$ cat config.mk
export PLATFORM = sky130hd
export DESIGN_NAME = hrd_decoder
export DESIGN_NICKNAME = d
export VERILOG_FILES = /design/src/rtl/hrd_pkg.sv /design/src/rtl/hrd_decoder.sv /design/src/rtl/hrd_region_match.sv /design/src/rtl/hrd_sync2.sv
export SDC_FILE = /design/constraint.sdc
export NUM_CORES = 1
export LEC_CHECK = 0
export ABC_AREA = 1
export BUFFER_PORTS_ARGS = -buffer_cell sky130_fd_sc_hd__buf_2
export CAP_MARGIN = 20
export CORE_AREA = 5 5 180 182
export CTS_CLUSTER_DIAMETER = 100
export DETAILED_ROUTE_END_ITERATION = 8
export DIE_AREA = 0 0 185 187
export PLACE_DENSITY = 0.58
export SETUP_SLACK_MARGIN = 0.05
export SYNTH_ARGS = -nofsm -noshare
export SYNTH_HDL_FRONTEND = slang
export SYNTH_SLANG_ARGS = --single-unit
$ cat constraint.sdc
create_clock -name clk_in -period 3.9 [get_ports clk_in]
set_input_delay 0 -clock clk_in [delete_from_list [all_inputs] [get_ports clk_in]]
set_output_delay 0 -clock clk_in [all_outputs]
set_load 0.02 [all_outputs]
$ cat src/rtl/hrd_pkg.sv
// Constants and types shared by the host register space decoder
package hrd_pkg;

	// ------------------------------------------------------------
	// Region table
	// ------------------------------------------------------------
	localparam int          HRD_REGIONS = 8;
	localparam int          HRD_IDX_DMA = 0;
	localparam int          HRD_IDX_QUE = 1;
	localparam int          HRD_IDX_CHN = 2;
	localparam int          HRD_IDX_AON = 3;
	localparam int          HRD_IDX_CIS = 4;
	localparam int          HRD_IDX_EEP = 5;
	localparam int          HRD_IDX_PRO = 6;
	localparam int          HRD_IDX_KEY = 7;

	localparam logic [15:0] HRD_DMA_BASE = 16'h0000;
	localparam logic [15:0] HRD_DMA_LAST = 16'h07ff;
	localparam logic [15:0] HRD_QUE_BASE = 16'h0800;
	localparam logic [15:0] HRD_QUE_LAST = 16'h0fff;
	localparam logic [15:0] HRD_CHN_BASE = 16'h1000;
	localparam logic [15:0] HRD_CHN_LAST = 16'h1fff;
	localparam logic [15:0] HRD_AON_BASE = 16'h4000;
	localparam logic [15:0] HRD_AON_LAST = 16'h4fff;
	localparam logic [15:0] HRD_CIS_BASE = 16'h5000;
	localparam logic [15:0] HRD_CIS_LAST = 16'h50ff;
	localparam logic [15:0] HRD_EEP_BASE = 16'h6000;
	localparam logic [15:0] HRD_EEP_LAST = 16'h6fff;
	localparam logic [15:0] HRD_PRO_BASE = 16'h8000;
	localparam logic [15:0] HRD_PRO_LAST = 16'h87ff;
	localparam logic [15:0] HRD_KEY_BASE = 16'h8800;
	localparam logic [15:0] HRD_KEY_LAST = 16'h88ff;

	localparam logic [15:0] HRD_BASE [HRD_REGIONS] = '{HRD_DMA_BASE, HRD_QUE_BASE,
		HRD_CHN_BASE, HRD_AON_BASE, HRD_CIS_BASE, HRD_EEP_BASE, HRD_PRO_BASE, HRD_KEY_BASE};
	localparam logic [15:0] HRD_LAST [HRD_REGIONS] = '{HRD_DMA_LAST, HRD_QUE_LAST,
		HRD_CHN_LAST, HRD_AON_LAST, HRD_CIS_LAST, HRD_EEP_LAST, HRD_PRO_LAST, HRD_KEY_LAST};

	// Only the always-on region answers while asleep
	localparam logic [7:0]  HRD_SLEEP_MASK = 8'h08;
	localparam logic [7:0]  HRD_ALL_MASK   = 8'hff;

	// ------------------------------------------------------------
	// Reset values and timing
	// ------------------------------------------------------------
	localparam logic [31:0] HRD_RDATA_RST       = 32'h0000_0000;
	localparam logic [4:0]  HRD_ACK_TIMEOUT_CYC = 5'h10;

	typedef enum logic [1:0] {
		HRD_IDLE = 2'b00,
		HRD_WAIT = 2'b01,
		HRD_DONE = 2'b11
	} hrd_state_e;

endpackage : hrd_pkg

$ cat src/rtl/hrd_decoder.sv
// Host register space decoder: claims host accesses and routes them to regions
`timescale 1ns/10ps
module hrd_decoder
	import hrd_pkg::*;
(
	input  wire logic         clk_in,
	input  wire logic         reset_n_in,
	input  wire logic [31:0]  bar_base_in,
	input  wire logic         host_req_in,
	input  wire logic [31:0]  host_addr_in,
	input  wire logic         host_write_in,
	input  wire logic [3:0]   host_be_in,
	input  wire logic [31:0]  host_wdata_in,
	output wire logic         host_hit_out,
	output wire logic         host_busy_out,
	output wire logic         host_ack_out,
	output wire logic [31:0]  host_rdata_out,
	output wire logic [7:0]   region_sel_out,
	output wire logic [15:0]  region_offset_out,
	output wire logic         region_write_out,
	output wire logic [3:0]   region_be_out,
	output wire logic [31:0]  region_wdata_out,
	input  wire logic [255:0] region_rdata_in,
	input  wire logic [7:0]   region_ack_in,
	input  wire logic         sleep_mode_in,
	output wire logic         sleep_out
);

	// ------------------------------------------------------------
	// State
	// ------------------------------------------------------------
	hrd_state_e  state_q;
	hrd_state_e  state_d;
	logic [7:0]  sel_q;
	logic [7:0]  strobe_q;
	logic [2:0]  idx_q;
	logic [15:0] offset_q;
	logic        write_q;
	logic [3:0]  be_q;
	logic [31:0] wdata_q;
	logic [31:0] rdata_q;
	logic [31:0] rdata_d;
	logic [4:0]  timer_q;
	logic        sleep_q;

	logic        sleep_sync_w;
	logic [15:0] offset_w;
	logic        base_match_w;
	logic        claim_w;
	logic [7:0]  hit_w;
	logic [7:0]  allowed_w;
	logic        mapped_w;
	logic [2:0]  idx_w;
	logic        region_done_w;
	logic        timeout_w;
	logic [31:0] region_word_w;

	// ------------------------------------------------------------
	// Sleep indication
	// ------------------------------------------------------------
	// Sleep state is owned by the sleep clock logic, hence the crossing
	hrd_sync2 u_sleep_sync (
		.clk_in     (clk_in),
		.reset_n_in (reset_n_in),
		.level_in   (sleep_mode_in),
		.level_out  (sleep_sync_w)
	);

	always_ff @(posedge clk_in or negedge reset_n_in) begin
		if (!reset_n_in) begin
			sleep_q <= 1'b0;
		end else begin
			sleep_q <= sleep_sync_w;
		end
	end

	assign sleep_out = sleep_q;

	// ------------------------------------------------------------
	// Address decode
	// ------------------------------------------------------------
	assign offset_w     = host_addr_in[15:0];
	assign base_match_w = host_addr_in[31:16] == bar_base_in[31:16];
	assign claim_w      = host_req_in && (state_q == HRD_IDLE) && base_match_w;

	genvar g;
	generate
		for (g = 0; g < HRD_REGIONS; g++) begin : g_region
			hrd_region_match #(
				.BASE (HRD_BASE[g]),
				.LAST (HRD_LAST[g])
			) u_match (
				.offset_in (offset_w),
				.hit_out   (hit_w[g])
			);
		end
	endgenerate

	// Asleep, the clock-gated units cannot answer; only always-on stays live
	assign allowed_w = hit_w & (sleep_q ? HRD_SLEEP_MASK : HRD_ALL_MASK);
	assign mapped_w  = |allowed_w;

	always_comb begin
		idx_w = 3'h0;
		for (int i = 0; i < HRD_REGIONS; i++) begin
			if (allowed_w[i]) begin
				idx_w = 3'(i);
			end
		end
	end

	assign region_word_w = region_rdata_in[idx_q*32 +: 32];
	assign region_done_w = |(region_ack_in & sel_q);
	// A region that never answers must not hang the host bus
	assign timeout_w     = timer_q == (HRD_ACK_TIMEOUT_CYC - 5'h1);

	// ------------------------------------------------------------
	// Transaction sequencer
	// ------------------------------------------------------------
	always_comb begin
		state_d = state_q;
		rdata_d = rdata_q;
		unique case (state_q)
			HRD_IDLE: begin
				if (claim_w && mapped_w) begin
					state_d = HRD_WAIT;
				end else if (claim_w) begin
					state_d = HRD_DONE;
					rdata_d = HRD_RDATA_RST;
				end
			end
			HRD_WAIT: begin
				if (region_done_w) begin
					state_d = HRD_DONE;
					rdata_d = write_q ? HRD_RDATA_RST : region_word_w;
				end else if (timeout_w) begin
					state_d = HRD_DONE;
					rdata_d = HRD_RDATA_RST;
				end
			end
			HRD_DONE: begin
				state_d = HRD_IDLE;
			end
			default: begin
				state_d = HRD_IDLE;
			end
		endcase
	end

	always_ff @(posedge clk_in or negedge reset_n_in) begin
		if (!reset_n_in) begin
			state_q <= HRD_IDLE;
			rdata_q <= HRD_RDATA_RST;
		end else begin
			state_q <= state_d;
			rdata_q <= rdata_d;
		end
	end

	always_ff @(posedge clk_in or negedge reset_n_in) begin
		if (!reset_n_in) begin
			sel_q    <= 8'h00;
			idx_q    <= 3'h0;
			offset_q <= 16'h0000;
			write_q  <= 1'b0;
			be_q     <= 4'h0;
			wdata_q  <= 32'h0000_0000;
		end else if (claim_w) begin
			sel_q    <= allowed_w;
			idx_q    <= idx_w;
			offset_q <= offset_w;
			write_q  <= host_write_in;
			be_q     <= host_be_in;
			wdata_q  <= host_wdata_in;
		end else if (state_q == HRD_DONE) begin
			sel_q    <= 8'h00;
		end
	end

	// Unmapped claims strobe nothing, so their writes go nowhere
	always_ff @(posedge clk_in or negedge reset_n_in) begin
		if (!reset_n_in) begin
			strobe_q <= 8'h00;
		end else begin
			strobe_q <= claim_w ? allowed_w : 8'h00;
		end
	end

	always_ff @(posedge clk_in or negedge reset_n_in) begin
		if (!reset_n_in) begin
			timer_q <= 5'h00;
		end else if (state_q == HRD_WAIT) begin
			timer_q <= timer_q + 5'h01;
		end else begin
			timer_q <= 5'h00;
		end
	end

	// ------------------------------------------------------------
	// Outputs
	// ------------------------------------------------------------
	assign host_hit_out      = claim_w;
	assign host_busy_out     = state_q != HRD_IDLE;
	assign host_ack_out      = state_q == HRD_DONE;
	assign host_rdata_out    = rdata_q;
	assign region_sel_out    = strobe_q;
	assign region_offset_out = offset_q;
	assign region_write_out  = write_q;
	assign region_be_out     = be_q;
	assign region_wdata_out  = wdata_q;
endmodule : hrd_decoder

$ cat src/rtl/hrd_region_match.sv
// Range comparator for one register region
`timescale 1ns/10ps
module hrd_region_match #(
	parameter logic [15:0] BASE = 16'h0000,
	parameter logic [15:0] LAST = 16'h0000
) (
	input  wire logic [15:0] offset_in,
	output wire logic        hit_out
);
	assign hit_out = (offset_in >= BASE) && (offset_in <= LAST);
endmodule : hrd_region_match

$ cat src/rtl/hrd_sync2.sv
// Two flip-flop level synchroniser
`timescale 1ns/10ps
module hrd_sync2 (
	input  wire logic clk_in,
	input  wire logic reset_n_in,
	input  wire logic level_in,
	output wire logic level_out
);
	logic meta_q;
	logic sync_q;

	always_ff @(posedge clk_in or negedge reset_n_in) begin
		if (!reset_n_in) begin
			meta_q <= 1'b0;
			sync_q <= 1'b0;
		end else begin
			meta_q <= level_in;
			sync_q <= meta_q;
		end
	end

	assign level_out = sync_q;
endmodule : hrd_sync2

==> results_dict.tcl <==
set metrics [dict create \
    status "finished, final reports clean" \
    crit_family "buffers and inverters" \
    worstPathCellList "inv_2 > nand3_1 > nor2_1 > nand2_1 > nor2_1 > nand3_2 > buf_4 > nor3_1 > dlygate4sd3_1" \
    cts_buffers 17 \
    wire_per_inst_um 17.1 \
    crit_buf_inv 3 \
    drc 0 \
    fmax_ghz 0.414 \
    post_synth.cell_area_avg_um2 7.00 \
    fin_tns_setup_ns 0 \
    start_util_pct 22.3 \
    maxCapViolCount 0 \
    cpMostUsedCell "nor2_1" \
    grt_pass1_wl_um 47200 \
    drive_gt1_share_pct 34.9 \
    core_um2 30400 \
    yosysWarningCount 0 \
    die-area_um2 34600 \
    ys_types 31 \
    vias 8513 \
    rows 64 \
    layout_common_cells "448 x buf_2, 291 x nand2_1, 159 x nor2_1, 145 x o21ai_0, 112 x dfrtp_1" \
    cts_setup_buffers 0 \
    ctsLongestPathBuffers 2 \
    ys_seq_area_share_pct 42.0 \
    rsz0062_at_grt "false" \
    required_ns 4.24 \
    cp_max_fo 71 \
    cp_slowest_cell "dlygate4sd3_1" \
    grt_start_max_net_pins 91 \
    antenna_found_initial 14 \
    cts_resized 0 \
    crit_path_end_kind "flip-flop" \
    leakage_nw 5.84 \
    path_class "reg -> reg" \
    finalSetupViolCount 0 \
    syn_area_um2 6800 \
    grt_pass1_vias 8416 \
    fin_nets 1811 \
    ios 466 \
    vdd_drop_max_mv 0.217 \
    cp.arrival_ns 2.76 \
    wl_um 31800 \
    clockRootBuffer "clkbuf_16" \
    dr.pass1.iters 5 \
    slew_viol_final 0 \
    netlist_instances 971 \
    worst_slew_pin_slew_ns 0.901 \
    clk_pin_slew_ns 0.06 \
    crit_path_start_kind "flip-flop" \
    insertion_delay_ns 0.41 \
    ys_ff_latch 114 \
    gp_congestion 0.868 \
    period_share_pct 61.9 \
    worst_hold_slack_ns 0.0287 \
    finClkSkew_ns 0.0148 \
    max_slew_margin_pct 40.0 \
    track_usage_pct 17.4 \
    final_common_cell "buf_2" \
    p_per_area_nw_per_um2 295 \
    holdCritPathClass "in -> reg" \
    dpl.hpwl_um 24100 \
    syn2layout_area_growth_pct 54.6 \
    die_w_um 185 \
    overflow 0 \
    fill_cells 3306 \
    die_y_um 187 \
    clock-sinks 114 \
    antenna_left 0 \
    hold_viol_final 0 \
    syn-num-nets 1342 \
    drt_iter0_markers 486 \
    htreeDepth 4 \
    port_buffers 449 \
    slowest_delay_ns 0.57 \
    vias_per_cell 4.59 \
    fin_crit_ns 2.42 \
    cts_tree "built" \
]
-- tightest hold or removal path: cells and delay by family --
family / cells / cell delay (ns)
AOI/OAI and AO/OA: 1 / 0.15
and+or+nand+nor: 3 / 0.17
buffers and inverters: 1 / 0.08
-- through the flow --
step | cells | cell area [um^2] | util (%) | total power, mW | setup WS (ns)
6_report | 1856 | 10500 | 34.5 | 3.10 | 1.48
5_1_grt | 1854 | 10500 | 34.5 | 3.25 | 1.16
4_1_cts | 1849 | 10500 | 34.5 | 3.16 | 1.44
3_5_place_dp | 1760 | 9350 | 30.7 | 1.52 | 1.51
3_3_place_gp | 1760 | 9350 | 30.7 | 1.51 | 1.53
2_1_floorplan | 971 | 6800 | - | 1.29 | 2.37
-- layer usage --
layer	track usage, %	routed length [um]	vias to the layer above
li1	-	-	4163
met1	20.7	12400	3916
met5	0	57	-
met3	6.15	3340	44
met2	29.4	15300	380
met4	5.25	665	10
-- Yosys cell counts --
cell | count | area [um^2]
clkbuf_1 | 42 | 158
a31oi_1 | 1 | 6.26
and3_1 | 1 | 6.26
o21ai_1 | 2 | 10.0
xnor2_1 | 3 | 26.3
nor3b_1 | 2 | 15.0
nand2_1 | 291 | 1090
o21a_1 | 1 | 7.51
nor4_1 | 1 | 6.26
dfrtp_1 | 114 | 2850
buf_2 | 17 | 85.1
xor2_1 | 2 | 17.5
a21oi_1 | 2 | 10.0
nor2_2 | 3 | 18.8
o211ai_1 | 1 | 7.51
buf_1 | 1 | 3.75
inv_1 | 56 | 210
buf_4 | 5 | 37.5
inv_2 | 4 | 15.0
nor2_1 | 159 | 597
nor3_1 | 2 | 10.0
nand2_2 | 1 | 6.26
ha_1 | 2 | 25.0
o221ai_1 | 64 | 561
a22oi_1 | 1 | 7.51
o21ai_0 | 145 | 726
nand3_2 | 1 | 10.0
buf_6 | 3 | 33.8
nand3_4 | 1 | 17.5
nand3_1 | 40 | 200
nand4_1 | 3 | 18.8
-- state kept, by name, indices dropped and copies added, names as in the netlist, 2 cells and up --
name / flops
host_rdata_out: 32
state_q: 2
region_wdata_out: 32
timer_q: 5
idx_q: 3
region_offset_out: 16
region_be_out: 4
sel_q: 8
region_sel_out: 8
-- area by class of cell --
type,instances,area (um^2),area share (%)
Inverter,60,228,2.17
Multi-Input combinational cell,729,3410,32.5
Sequential cell,114,2860,27.2
Clock buffer,19,453,4.31
Clock inverter,13,126,1.20
Tap cell,396,495,4.71
Antenna cell,7,17.5,0.167
Timing Repair Buffer,518,2920,27.8
-- repair_timing --
action	in CTS	in global routing
hold buffers	57	0
endpoints found under the setup margin	0	0
hold endpoints to repair	113	0
-- final timing paths --
check                      cells past startpoint            startpoint                endpoint  slack, ns
setup / recovery                               9            state_q[0]       region_sel_out[0]       1.48
hold / removal                                 5  region_rdata_in[144]      host_rdata_out[16]       0.03
setup reg to reg                               9            state_q[0]       region_sel_out[0]       1.48
hold reg to reg                                0   u_sleep_sync.meta_q  u_sleep_sync.level_out       0.35
max in group asynchronous                      3            reset_n_in                idx_q[0]       2.65
min in group asynchronous                      2            reset_n_in    region_wdata_out[31]       0.19
-- where the power goes --
group	switching, mW	internal, mW
logic	0.151	0.199
registers	0.00119	1.18
clock network	0.642	0.921
total	0.793	2.30
-- logic make-up after synthesis --
family	share of synthesized area (%)
buffers and inverters	7.99
AND/OR/NAND/NOR	29.4
adder cells (fa/ha/maj)	0.368
AO/OA/AOI/OAI	19.6
XOR/XNOR	0.644
flip-flops	42.0
(Power assumes the default switching activity.)
